**src/hdl/ppo_consts.vh**
```
// Constants for the port pin override and sleep clamp block.
// Assumes a 32-bit AHB-Lite register bus and one 8-pin port.
// Summary of operation
// Input gate can force digital input low
// Clamp only in deep sleep modes
// Enabled external interrupt bypasses the clamp
// Disabled external interrupt pin is clamped normally
// Clamp release counts as an edge
// Software gives unused pins defined levels
// Pull-up forced off during reset
// Default pull-up when direction/level/kill is 010
// Pull-up override value wins when enabled
// Driver enable from direction bit or override
// Driver override value switches driver directly
// Driven level from level bit or override
// Level override value wins when enabled
// Input enable from sleep state or override
// Input override value wins over sleep state
// Alternate functions get unsynchronised Schmitt output
// Analog path tied straight to pad
// Peripherals generate their own override pairs
// Strobes per port, clamp and kill shared
// Direction one means output, zero input
// Pins tri-state immediately under reset
// Readback via high latch then rising register
// Override muxes purely combinational
`ifndef PPO_CONSTS_VH
`define PPO_CONSTS_VH

// Port geometry
`define PPO_PIN_COUNT        8
// Register byte offsets
`define PPO_OFS_DIRECTION    8'h00
`define PPO_OFS_LEVEL        8'h04
`define PPO_OFS_SAMPLED      8'h08
`define PPO_OFS_CONTROL      8'h0C
`define PPO_OFS_EXT_ENABLE   8'h10
`define PPO_OFS_EXT_SENSE    8'h14
`define PPO_OFS_EXT_FLAG     8'h18
// Control register fields
`define PPO_CTRL_KILL_BIT    0
`define PPO_CTRL_MODE_LSB    4
`define PPO_CTRL_MODE_MSB    6
// Reset values
`define PPO_RST_BYTE         8'h00
`define PPO_RST_SENSE        16'h0000
`define PPO_RST_MODE         3'h0
// Sleep mode codes
`define PPO_MODE_IDLE        3'h0
`define PPO_MODE_ADC_NR      3'h1
`define PPO_MODE_POWER_DOWN  3'h2
`define PPO_MODE_POWER_SAVE  3'h3
`define PPO_MODE_STANDBY     3'h6
`define PPO_MODE_EXT_STANDBY 3'h7
// External interrupt sense codes
`define PPO_SENSE_LEVEL      2'h0
`define PPO_SENSE_ANY        2'h1
`define PPO_SENSE_FALL       2'h2
`define PPO_SENSE_RISE       2'h3
// AHB transfer type bit that marks an active transfer
`define PPO_HTRANS_ACTIVE    1

`endif

```
**src/hdl/ppo_pin_sync.v**
```verilog
// Readback synchroniser for the port's sampled pin values.
// Assumes the inputs are the gated Schmitt outputs of the pins.
`timescale 1ns/1ps
`include "ppo_consts.vh"

module ppo_pin_sync (
   // Clock, reset, enable
   input  wire                       clk_sys,
   input  wire                       reset_n,
   input  wire                       clkEn,
   // Gated pin values in
   input  wire [`PPO_PIN_COUNT-1:0]  schmittIn,
   // Synchronised values out
   output reg  [`PPO_PIN_COUNT-1:0]  syncOut
);

   reg [`PPO_PIN_COUNT-1:0] latchStage;

   // high-phase latch stage
   // Value seen while the clock is high is held at the falling edge
   always @(negedge clk_sys or negedge reset_n) begin
      if (!reset_n) begin
         latchStage <= `PPO_RST_BYTE;
      end else if (clkEn) begin
         latchStage <= schmittIn;
      end
   end

   // rising-edge register
   // Only this register reads the latch stage
   always @(posedge clk_sys or negedge reset_n) begin
      if (!reset_n) begin
         syncOut <= `PPO_RST_BYTE;
      end else if (clkEn) begin
         syncOut <= latchStage;
      end
   end

endmodule // ppo_pin_sync

```
**src/hdl/ppo_port.v**
```verilog
// One general-purpose port: register file, override muxes, sleep clamp
// and external interrupt edge flags.
// Assumes AHB-Lite single word transfers, pad inputs synchronous to
// clk_sys, and override pairs driven by the owning peripherals.
//
// Implementation choices: the register offsets and the AHB-Lite slave port.
`timescale 1ns/1ps
`include "ppo_consts.vh"

module ppo_port (
   // Clock, reset, enable
   input  wire                       clk_sys,
   input  wire                       reset_n,
   input  wire                       clkEn,
   // AHB-Lite slave
   input  wire                       hsel,
   input  wire [7:0]                 haddr,
   input  wire [1:0]                 htrans,
   input  wire                       hwrite,
   input  wire [2:0]                 hsize,
   input  wire [31:0]                hwdata,
   input  wire                       hready,
   output reg  [31:0]                hrdata,
   output wire                       hreadyout,
   output wire                       hresp,
   // Processor sleep state
   input  wire                       cpuSleeping,
   // Pads
   input  wire [`PPO_PIN_COUNT-1:0]  padIn,
   output wire [`PPO_PIN_COUNT-1:0]  padOut,
   output wire [`PPO_PIN_COUNT-1:0]  padOe,
   output wire [`PPO_PIN_COUNT-1:0]  pullupOn,
   // Alternate function overrides
   input  wire [`PPO_PIN_COUNT-1:0]  pullup_ovr_en,
   input  wire [`PPO_PIN_COUNT-1:0]  pullup_ovr_val,
   input  wire [`PPO_PIN_COUNT-1:0]  drive_ovr_en,
   input  wire [`PPO_PIN_COUNT-1:0]  drive_ovr_val,
   input  wire [`PPO_PIN_COUNT-1:0]  level_ovr_en,
   input  wire [`PPO_PIN_COUNT-1:0]  level_ovr_val,
   input  wire [`PPO_PIN_COUNT-1:0]  input_gate_ovr_en,
   input  wire [`PPO_PIN_COUNT-1:0]  input_gate_ovr_val,
   // Alternate function inputs
   output wire [`PPO_PIN_COUNT-1:0]  alt_fn_schmitt_input,
   output wire [`PPO_PIN_COUNT-1:0]  analog_pad_line,
   // Shared control observed by other ports
   output wire                       sleepClamp,
   output wire                       global_pullup_kill
);

   // Software-visible state
   reg  [`PPO_PIN_COUNT-1:0]   pin_direction_bit;
   reg  [`PPO_PIN_COUNT-1:0]   pin_output_level_bit;
   reg                         pullupKill;
   reg  [2:0]                  sleepMode;
   reg  [`PPO_PIN_COUNT-1:0]   extIrqEnable;
   reg  [2*`PPO_PIN_COUNT-1:0] extIrqSense;
   reg  [`PPO_PIN_COUNT-1:0]   extIrqFlag;
   reg  [`PPO_PIN_COUNT-1:0]   prevSampled;
   wire [`PPO_PIN_COUNT-1:0]   pin_sampled_value;

   // Bus data phase state
   reg                         dataPhaseWrite;
   reg  [7:0]                  dataPhaseAddr;

   // Per-pin combinational results
   wire [`PPO_PIN_COUNT-1:0]   defaultPullup;
   wire [`PPO_PIN_COUNT-1:0]   driveEn;
   wire [`PPO_PIN_COUNT-1:0]   driveLevel;
   wire [`PPO_PIN_COUNT-1:0]   sleepGate;
   wire [`PPO_PIN_COUNT-1:0]   inputGate;
   wire [`PPO_PIN_COUNT-1:0]   pullupSel;
   wire [`PPO_PIN_COUNT-1:0]   edgeSeen;
   wire                        deepMode;

   // Bus decode
   wire                        accessTaken;
   wire                        port_direction_write_strobe;
   wire                        port_level_write_strobe;
   wire                        controlWrite;
   wire                        extEnableWrite;
   wire                        extSenseWrite;
   wire                        extFlagWrite;
   reg  [31:0]                 next_hrdata;

   // Zero wait state slave, always OKAY
   assign hreadyout = 1'b1;
   assign hresp     = 1'b0;

   // Address phase accepted on an active selected transfer
   assign accessTaken = hsel & hready & htrans[`PPO_HTRANS_ACTIVE];

   // write strobes shared by all pins of the port
   assign port_direction_write_strobe = dataPhaseWrite &
                                        (dataPhaseAddr == `PPO_OFS_DIRECTION);
   assign port_level_write_strobe     = dataPhaseWrite &
                                        (dataPhaseAddr == `PPO_OFS_LEVEL);
   assign controlWrite                = dataPhaseWrite &
                                        (dataPhaseAddr == `PPO_OFS_CONTROL);
   assign extEnableWrite              = dataPhaseWrite &
                                        (dataPhaseAddr == `PPO_OFS_EXT_ENABLE);
   assign extSenseWrite               = dataPhaseWrite &
                                        (dataPhaseAddr == `PPO_OFS_EXT_SENSE);
   assign extFlagWrite                = dataPhaseWrite &
                                        (dataPhaseAddr == `PPO_OFS_EXT_FLAG);

   // Capture the address phase for the following data phase
   always @(posedge clk_sys or negedge reset_n) begin
      if (!reset_n) begin
         dataPhaseWrite <= 1'b0;
         dataPhaseAddr  <= 8'h00;
      end else if (clkEn) begin
         dataPhaseWrite <= accessTaken & hwrite;
         dataPhaseAddr  <= haddr;
      end
   end

   // Read mux, evaluated in the address phase
   always @* begin
      next_hrdata = 32'h00000000;
      case (haddr)
         `PPO_OFS_DIRECTION:  next_hrdata[`PPO_PIN_COUNT-1:0] = pin_direction_bit;
         `PPO_OFS_LEVEL:      next_hrdata[`PPO_PIN_COUNT-1:0] = pin_output_level_bit;
         `PPO_OFS_SAMPLED:    next_hrdata[`PPO_PIN_COUNT-1:0] = pin_sampled_value;
         `PPO_OFS_CONTROL: begin
            next_hrdata[`PPO_CTRL_KILL_BIT] = pullupKill;
            next_hrdata[`PPO_CTRL_MODE_MSB:`PPO_CTRL_MODE_LSB] = sleepMode;
         end
         `PPO_OFS_EXT_ENABLE: next_hrdata[`PPO_PIN_COUNT-1:0] = extIrqEnable;
         `PPO_OFS_EXT_SENSE:  next_hrdata[2*`PPO_PIN_COUNT-1:0] = extIrqSense;
         `PPO_OFS_EXT_FLAG:   next_hrdata[`PPO_PIN_COUNT-1:0] = extIrqFlag;
         default:             next_hrdata = 32'h00000000;
      endcase
   end

   // Read data register, stands through the data phase
   always @(posedge clk_sys or negedge reset_n) begin
      if (!reset_n) begin
         hrdata <= 32'h00000000;
      end else if (clkEn) begin
         if (accessTaken & ~hwrite) begin
            hrdata <= next_hrdata;
         end
      end
   end

   // direction and level registers
   // reset clears level bits so no pull-up survives reset
   always @(posedge clk_sys or negedge reset_n) begin
      if (!reset_n) begin
         pin_direction_bit    <= `PPO_RST_BYTE;
         pin_output_level_bit <= `PPO_RST_BYTE;
      end else if (clkEn) begin
         if (port_direction_write_strobe) begin
            pin_direction_bit <= hwdata[`PPO_PIN_COUNT-1:0];
         end
         if (port_level_write_strobe) begin
            pin_output_level_bit <= hwdata[`PPO_PIN_COUNT-1:0];
         end
      end
   end

   // Control and external interrupt configuration
   always @(posedge clk_sys or negedge reset_n) begin
      if (!reset_n) begin
         pullupKill   <= 1'b0;
         sleepMode    <= `PPO_RST_MODE;
         extIrqEnable <= `PPO_RST_BYTE;
         extIrqSense  <= `PPO_RST_SENSE;
      end else if (clkEn) begin
         if (controlWrite) begin
            pullupKill <= hwdata[`PPO_CTRL_KILL_BIT];
            sleepMode  <= hwdata[`PPO_CTRL_MODE_MSB:`PPO_CTRL_MODE_LSB];
         end
         if (extEnableWrite) begin
            extIrqEnable <= hwdata[`PPO_PIN_COUNT-1:0];
         end
         if (extSenseWrite) begin
            extIrqSense <= hwdata[2*`PPO_PIN_COUNT-1:0];
         end
      end
   end

   // deep sleep modes that clamp inputs
   assign deepMode = (sleepMode == `PPO_MODE_POWER_DOWN) |
                     (sleepMode == `PPO_MODE_POWER_SAVE) |
                     (sleepMode == `PPO_MODE_STANDBY)    |
                     (sleepMode == `PPO_MODE_EXT_STANDBY);
   // never clamped in reset or while running
   // clamp and pull-up kill shared across ports
   assign sleepClamp         = reset_n & cpuSleeping & deepMode;
   assign global_pullup_kill = pullupKill;

   // Per-pin override logic
   // combinational override muxes
   genvar i;
   generate
      for (i = 0; i < `PPO_PIN_COUNT; i = i + 1) begin : g_pin
         // default pull-up when {dir, level, kill} = 010
         assign defaultPullup[i] = ~pin_direction_bit[i] & pin_output_level_bit[i] &
                                   ~pullupKill;
         // override value decides when enabled
         assign pullupSel[i]     = pullup_ovr_en[i] ? pullup_ovr_val[i]
                                                    : defaultPullup[i];
         // pull-up off during reset
         assign pullupOn[i]      = reset_n & pullupSel[i];

         // driver enable source select
         // override value switches driver
         assign driveEn[i]       = drive_ovr_en[i] ? drive_ovr_val[i]
                                                   : pin_direction_bit[i];
         // tri-state as soon as reset asserts
         assign padOe[i]         = reset_n & driveEn[i];

         // driven level source select
         // level override wins
         assign driveLevel[i]    = level_ovr_en[i] ? level_ovr_val[i]
                                                   : pin_output_level_bit[i];
         assign padOut[i]        = driveLevel[i];

         // enabled interrupt bypasses the clamp
         // disabled interrupt pins stay clamped
         assign sleepGate[i]     = ~sleepClamp | extIrqEnable[i];
         // input enable source select
         // override value wins over sleep
         assign inputGate[i]     = input_gate_ovr_en[i] ? input_gate_ovr_val[i]
                                                        : sleepGate[i];
         // gate forces Schmitt input to ground
         // alternate functions see it before synchronising
         assign alt_fn_schmitt_input[i] = padIn[i] & inputGate[i];

         // analog line taken straight from the pad
         assign analog_pad_line[i] = padIn[i];

         // clamp release seen as a change on the input
         assign edgeSeen[i] =
            ((extIrqSense[2*i+1:2*i] == `PPO_SENSE_ANY) &
             (pin_sampled_value[i] ^ prevSampled[i])) |
            ((extIrqSense[2*i+1:2*i] == `PPO_SENSE_FALL) &
             (~pin_sampled_value[i] & prevSampled[i])) |
            ((extIrqSense[2*i+1:2*i] == `PPO_SENSE_RISE) &
             (pin_sampled_value[i] & ~prevSampled[i]));
      end
   endgenerate

   // readback synchroniser
   ppo_pin_sync u_sync (
      .clk_sys   (clk_sys),
      .reset_n   (reset_n),
      .clkEn     (clkEn),
      .schmittIn (alt_fn_schmitt_input),
      .syncOut   (pin_sampled_value)
   );

   // Edge flags: set whatever the enable, write one to clear, set wins
   always @(posedge clk_sys or negedge reset_n) begin
      if (!reset_n) begin
         prevSampled <= `PPO_RST_BYTE;
         extIrqFlag  <= `PPO_RST_BYTE;
      end else if (clkEn) begin
         prevSampled <= pin_sampled_value;
         if (extFlagWrite) begin
            extIrqFlag <= (extIrqFlag & ~hwdata[`PPO_PIN_COUNT-1:0]) | edgeSeen;
         end else begin
            extIrqFlag <= extIrqFlag | edgeSeen;
         end
      end
   end

endmodule // ppo_port

```
**config.mk**
```make
export PLATFORM = sky130hd
export DESIGN_NAME = ppo_port
export DESIGN_NICKNAME = d
export VERILOG_FILES = /design/src/hdl/ppo_pin_sync.v /design/src/hdl/ppo_port.v
export VERILOG_INCLUDE_DIRS = /design/src /design/src/hdl
export SDC_FILE = /design/constraint.sdc
export NUM_CORES = 1
export LEC_CHECK = 0
export BUFFER_PORTS_ARGS = -buffer_cell sky130_fd_sc_hd__buf_2
export CAP_MARGIN = 10
export CORE_ASPECT_RATIO = 2
export CORE_MARGIN = 1.5
export CORE_UTILIZATION = 50
export CTS_CLUSTER_DIAMETER = 40
export DETAILED_ROUTE_END_ITERATION = 6
export MAX_ROUTING_LAYER = met4
export PLACE_DENSITY = 0.9
export SKIP_LAST_GASP = 1
export SYNTH_ARGS = -nofsm -noshare
export SYNTH_HDL_FRONTEND = slang
export SYNTH_SLANG_ARGS = --single-unit
```
**constraint.sdc**
```tcl
create_clock -name clk_sys -period 3.4 [get_ports clk_sys]
set_clock_uncertainty 0.05 [all_clocks]
set_input_delay 0.34 -clock clk_sys [delete_from_list [all_inputs] [get_ports clk_sys]]
set_output_delay 0.34 -clock clk_sys [all_outputs]
set_load 0.01 [all_outputs]
```
==> flow_metrics.py, run 1 <==
metrics = {
    "outcome": {
        "status": "complete, no violations",
    },
    "clock_tree": {
        "clock_latency_ns": 0.34,
        "clock-sinks": 101,
        "hold_buffers": 0,
        "cts_tree": "built",
        "post_cts_buffers": 0,
        "post_cts_resized": 0,
        "clk_pin_slew_ns": 0.07,
        "cts_buffers": 9,
        "cts-htree-levels": 3,
        "cts-root-buf": "clkbuf_16",
        "clockBufferDepth": 2,
    },
    "synthesis": {
        "ys_ff_latch": 101,
        "syn-cell-area_um2": 5480,
        "seq_area_frac_synth_pct": 46.1,
        "synthCells": 498,
        "syn_area_per_cell_um2": 11.0,
        "synth_top_family_by_area": "multiplexers",
        "ys.flop_type": "dfrtp_1",
        "synth_edf_count": 0,
        "synth.distinct_cells": 45,
        "yosysWarningCount": 0,
        "synth_compound_area_share_pct": 10.4,
        "yosys.area_share.xor_xnor_pct": 0,
        "synthAdderAreaFrac_pct": 3.65,
        "synthArstFlopShare_pct": 100,
        "synth_mux_area_share_pct": 19.9,
        "yosys.area_share.simple_pct": 13.3,
    },
    "setup_path": {
        "crit_fanout": 4,
        "startpoint": "sleepMode[1]",
        "critPathArrivalTime_ns": 1.58,
        "crit_path_cell_trace": "nand3_1 -> buf_4 -> o311a_1 -> mux2_2",
        "crit_cells": 4,
        "reg2reg_slack_ns": 0.25,
        "crit_path_end_kind": "register",
        "path_class": "reg -> reg",
        "cpPeakStageDelay_ns": 0.37,
        "cp_data_required_time_ns": 1.83,
        "critPathBufInv": 1,
        "r2r_cells": 4,
        "worstSetupEndpoint": "u_sync.latchStage[1]",
        "cp_top_family": "flip-flops",
        "critPathLaunchType": "register",
        "cpMaxStageDelayCell": "dfrtp_1",
        "r2r_start": "sleepMode[1]",
        "rr_endpoint": "u_sync.latchStage[1]",
    },
    "job": {
        "maxCapViolations": 0,
    },
    "global_route": {
        "gr-total-overflow": 0,
        "grt_pass1_vias": 4582,
        "grtUsageTotal_pct": 25.6,
        "grt_antenna_before_repair": 0,
        "grt_pass1_wl_mm": 22.5,
        "grt_max_degree": 69,
    },
    "power_and_ir_drop": {
        "ir_worst_vdd_v": 0.000322,
        "total_power_mw": 2.77,
        "leakage_nw": 3.34,
        "p_per_area_nw_per_um2": 419,
    },
    "drt": {
        "wl_mm": 14.4,
        "via_count": 4438,
        "drtIter0Drc": 207,
        "ant_nets": 0,
        "drc": 0,
        "wire_per_inst_um": 18.2,
        "drt_first_pass_iters": 5,
        "via_per_inst": 5.62,
    },
    "sta": {
        "finalSetupViolCount": 0,
        "rsz0062_at_grt": "false",
        "tightest_slew_ns": 0.814,
        "setup_tns_ns": 0,
        "max_slew_margin_pct": 45.7,
        "drv_slew": 0,
        "timing.hold.ws_ns": 0.0538,
        "hold_violations": 0,
    },
    "finish": {
        "final_area_um2": 6620,
        "num-nets-final": 788,
        "syn2layout_area_growth_pct": 20.7,
        "most-common-layout-cells": "160 x buf_2, 93 x dfrtp_1, 70 x mux2_2",
        "layout_commonest_cell": "buf_2",
        "drive_gt1_share_pct": 40.0,
        "antenna_cells": 0,
    },
    "placed_design": {
        "postPlaceCellArea_um2": 6310,
        "gp_congestion": 0.953,
        "io_buffers": 161,
        "dp_hpwl_mm": 11.1,
    },
    "floorplanning": {
        "die_w_um": 77.0,
        "rows": 53,
        "die_h_um": 151,
        "core_um2": 10600,
        "ioPinCount": 200,
        "fp.dieArea_um2": 11600,
        "initial_core_util_pct": 51.6,
    },
    "min_path": {
        "min_path_type": "in -> async",
    },
}
## how the worst min path moves through the flow
stage                     cells past startpoint              endpoint            startpoint
after global placement                        1  u_sync.latchStage[5]  u_sync.latchStage[5]
after detailed placement                      1  u_sync.latchStage[3]  u_sync.latchStage[3]
after global routing                          2          sleepMode[1]               reset_n
after CTS                                     2       extIrqEnable[6]               reset_n
after floorplan                               0      dataPhaseAddr[0]               reset_n
final                                         2          sleepMode[1]               reset_n
## Yosys cell counts (3+ instances only)
master / count / area share (%)
nor3_1: 6 / 0.55
a211oi_1: 3 / 0.41
nor2b_1: 19 / 2.2
nand2b_1: 12 / 1.4
buf_4: 27 / 3.7
clkbuf_1: 16 / 1.1
inv_1: 19 / 1.3
a21oi_1: 17 / 1.6
o311a_1: 8 / 1.5
nor2_1: 11 / 0.75
nor2_2: 3 / 0.34
a22o_1: 20 / 3.2
mux2_2: 70 / 14
nor4b_1: 9 / 1.4
mux2i_1: 28 / 5.1
nand3_1: 10 / 0.91
nand2_1: 43 / 2.9
dfrtn_1: 8 / 3.7
buf_1: 4 / 0.27
o21ai_0: 21 / 1.9
ha_1: 16 / 3.7
dfrtp_1: 93 / 42
## power breakdown
group | total (mW) | internal [mW] | switching, mW
logic | 0.396 | 0.184 | 0.212
registers | 1.34 | 1.28 | 0.0629
clock network | 1.04 | 0.612 | 0.424
total | 2.77 | 2.07 | 0.698
## metal layers
metal	global-route usage [%]	part of all wire, %	vias up
met5	-	0	-
met4	13.7	4.7	0
met3	3.13	4.2	53
met2	46.9	55	184
met1	26.5	36	2160
li1	-	-	2041
## worst register-to-register path, delay by kind of cell, from the launching register on
kind,cells,cell delay [ns]
buf+inv,1,0.19
flops,1,0.37
simple gates,1,0.10
compound gates,1,0.31
mux,1,0.27
## final cells by class
class                      instances  area (µm²)
clock inverter                     3        43.8
tap                              137         171
sequential                       101        2530
inverter                          19        71.3
clock buffer                      13         260
timing repair buffer             171         883
fill                             896        4000
multi-input combinational        346        2660
## sequential cells by signal (all words and copies together) (netlist names)
name                  cells
dataPhaseAddr             8
dataPhaseWrite            1
extIrqEnable              8
extIrqFlag                8
extIrqSense              16
global_pullup_kill        1
hrdata                   16
pin_direction_bit         8
pin_output_level_bit      8
prevSampled               8
sleepMode                 3
u_sync.latchStage         8
u_sync.syncOut            8
## metrics by stage
| stage | utilization (%) | std cells | setup WS [ns] |
|---|---|---|---|
| final | 62.3 | 790 | 0.255 |
| after global routing | 62.3 | 790 | 0.206 |
| after CTS | 62.3 | 790 | 0.267 |
| after detailed placement | 59.5 | 774 | 0.194 |
| after global placement | 59.5 | 774 | 0.224 |
| after floorplan | - | 514 | 0.196 |
## logic make-up after synthesis
family,after synthesis
other,2
muxes,99
buffers and inverters,67
and+or+nand+nor,131
DFF,101
adders and majority gates,16
AOI/OAI and AO/OA,82
No activity file was read; power rests on OpenSTA's default activity.
==> run 2: changes to the inputs <==
--- a/config.mk
+++ b/config.mk
@@ -15,6 +15,7 @@
 export DETAILED_ROUTE_END_ITERATION = 6
 export MAX_ROUTING_LAYER = met4
 export PLACE_DENSITY = 0.9
+export RECOVER_POWER = 100
 export SKIP_LAST_GASP = 1
 export SYNTH_ARGS = -nofsm -noshare
 export SYNTH_HDL_FRONTEND = slang
==> flow_metrics.py, run 2 (same netlist as run 1, synthesis figures left out) <==
metrics = {
    "global_route": {
        "gr-total-overflow": 0,
        "grt_antenna_before_repair": 0,
        "grtUsageTotal_pct": 25.6,
        "grt_pass1_wl_mm": 22.5,
        "grt_max_degree": 69,
        "grt_pass1_vias": 4582,
    },
    "power_and_ir_drop": {
        "p_per_area_nw_per_um2": 424,
        "leakage_nw": 3.09,
        "ir_worst_vdd_v": 0.000322,
    },
    "floorplanning": {
        "rows": 53,
        "initial_core_util_pct": 51.6,
        "ioPinCount": 200,
        "fp.dieArea_um2": 11600,
        "die_h_um": 151,
        "core_um2": 10600,
        "die_w_um": 77.0,
    },
    "sta": {
        "max_slew_margin_pct": 27.7,
        "finalSetupViolCount": 0,
        "tightest_slew_ns": 1.09,
        "rsz0062_at_grt": "false",
        "drv_slew": 0,
        "hold_violations": 0,
        "setup_tns_ns": 0,
    },
    "finish": {
        "num-nets-final": 788,
        "most-common-layout-cells": "104 x buf_2, 93 x dfrtp_1, 70 x mux2_2",
        "drive_gt1_share_pct": 29.7,
        "layout_commonest_cell": "buf_2",
        "syn2layout_area_growth_pct": 18.6,
        "final_area_um2": 6500,
        "reg_top3": "extIrqSense: 16 flops, hrdata: 16 flops",
    },
    "setup_path": {
        "startpoint": "sleepMode[1]",
        "cpPeakStageDelay_ns": 0.36,
        "rr_endpoint": "u_sync.latchStage[1]",
        "critPathBufInv": 1,
        "cpMaxStageDelayCell": "dfrtp_1",
        "cp_data_required_time_ns": 1.83,
        "crit_path_cell_trace": "nand3_1 -> clkbuf_1 -> o311a_1 -> mux2_2",
        "crit_path_end_kind": "register",
        "critPathArrivalTime_ns": 1.67,
        "critPathLaunchType": "register",
        "reg2reg_slack_ns": 0.17,
        "path_class": "reg -> reg",
        "cp_top_family": "flip-flops",
        "r2r_cells": 4,
        "crit_fanout": 4,
        "r2r_start": "sleepMode[1]",
    },
    "drt": {
        "wire_per_inst_um": 18.2,
        "drc": 0,
        "ant_nets": 0,
        "via_per_inst": 5.56,
        "wl_mm": 14.4,
        "drt_first_pass_iters": 4,
        "via_count": 4399,
        "drtIter0Drc": 218,
    },
    "placed_design": {
        "postPlaceCellArea_um2": 6310,
        "dp_hpwl_mm": 11.1,
        "io_buffers": 161,
        "gp_congestion": 0.953,
    },
    "clock_tree": {
        "cts-root-buf": "clkbuf_16",
        "clock-sinks": 101,
        "hold_buffers": 0,
        "post_cts_buffers": 0,
        "post_cts_resized": 0,
        "clk_pin_slew_ns": 0.07,
        "cts_buffers": 9,
        "cts_tree": "built",
        "cts-htree-levels": 3,
        "clockBufferDepth": 2,
        "clock_latency_ns": 0.34,
    },
    "min_path": {
        "min_path_type": "in -> async",
    },
    "job": {
        "maxCapViolations": 0,
    },
    "outcome": {
        "status": "complete, no violations",
    },
}
run 2: changes by cell type in the layout (fill, tap and decap cells not counted), sizes merged:
cell | previous run | this run
buf | 171 | 106
clkbuf | 13 | 78
diode | 0 | 1
run 2: worst max-delay path by stage:
stage                           endpoint  cells past startpoint
CTS                 u_sync.latchStage[1]                      4
finish              u_sync.latchStage[1]                      4
global placement    u_sync.latchStage[2]                      5
detailed placement  u_sync.latchStage[1]                      5
floorplan           u_sync.latchStage[0]                      3
global route        u_sync.latchStage[2]                      4
run 2: power by group:
group	internal, mW	leakage (nW)	switching, mW
logic	0.173	1.60	0.212
clock network	0.612	0.150	0.424
registers	1.28	1.34	0.0617
run 2: cell type report:
cell class | instances | area (µm²)
tap | 137 | 171
antenna | 1 | 2.50
multi-input combinational | 346 | 2640
sequential | 101 | 2530
clock buffer | 13 | 260
fill | 942 | 4110
clock inverter | 3 | 43.8
timing repair buffer | 171 | 783
inverter | 19 | 71.3
run 2: worst reg2reg max path: cells and delay by family, from the launching register on:
family / cells / cell delay [ns]
AOI/OAI and AO/OA: 1 / 0.37
muxes: 1 / 0.28
buffers and inverters: 1 / 0.23
and+or+nand+nor: 1 / 0.09
DFF: 1 / 0.36
run 2: per-layer routing:
metal | routed length, µm | up-vias | track usage (%)
li1 | - | 2040 | -
met1 | 5150 | 2137 | 26.5
met2 | 8000 | 174 | 46.9
met3 | 636 | 48 | 3.13
met4 | 578 | 0 | 13.7
met5 | 0 | - | -
run 2: metrics by stage:
stage / util (%) / power, mW / hold slack (ns) / worst slack [ns] / cells
2_1_floorplan: - / 1.58 / -0.00559 / 0.196 / 514
3_3_place_gp: 59.5 / 1.72 / 0.403 / 0.224 / 774
3_5_place_dp: 59.5 / 1.75 / 0.410 / 0.194 / 774
4_1_cts: 62.3 / 2.79 / 0.0676 / 0.267 / 790
5_1_grt: 61.2 / 2.88 / 0.120 / 0.120 / 790
6_report: 61.3 / 2.76 / 0.0819 / 0.165 / 791
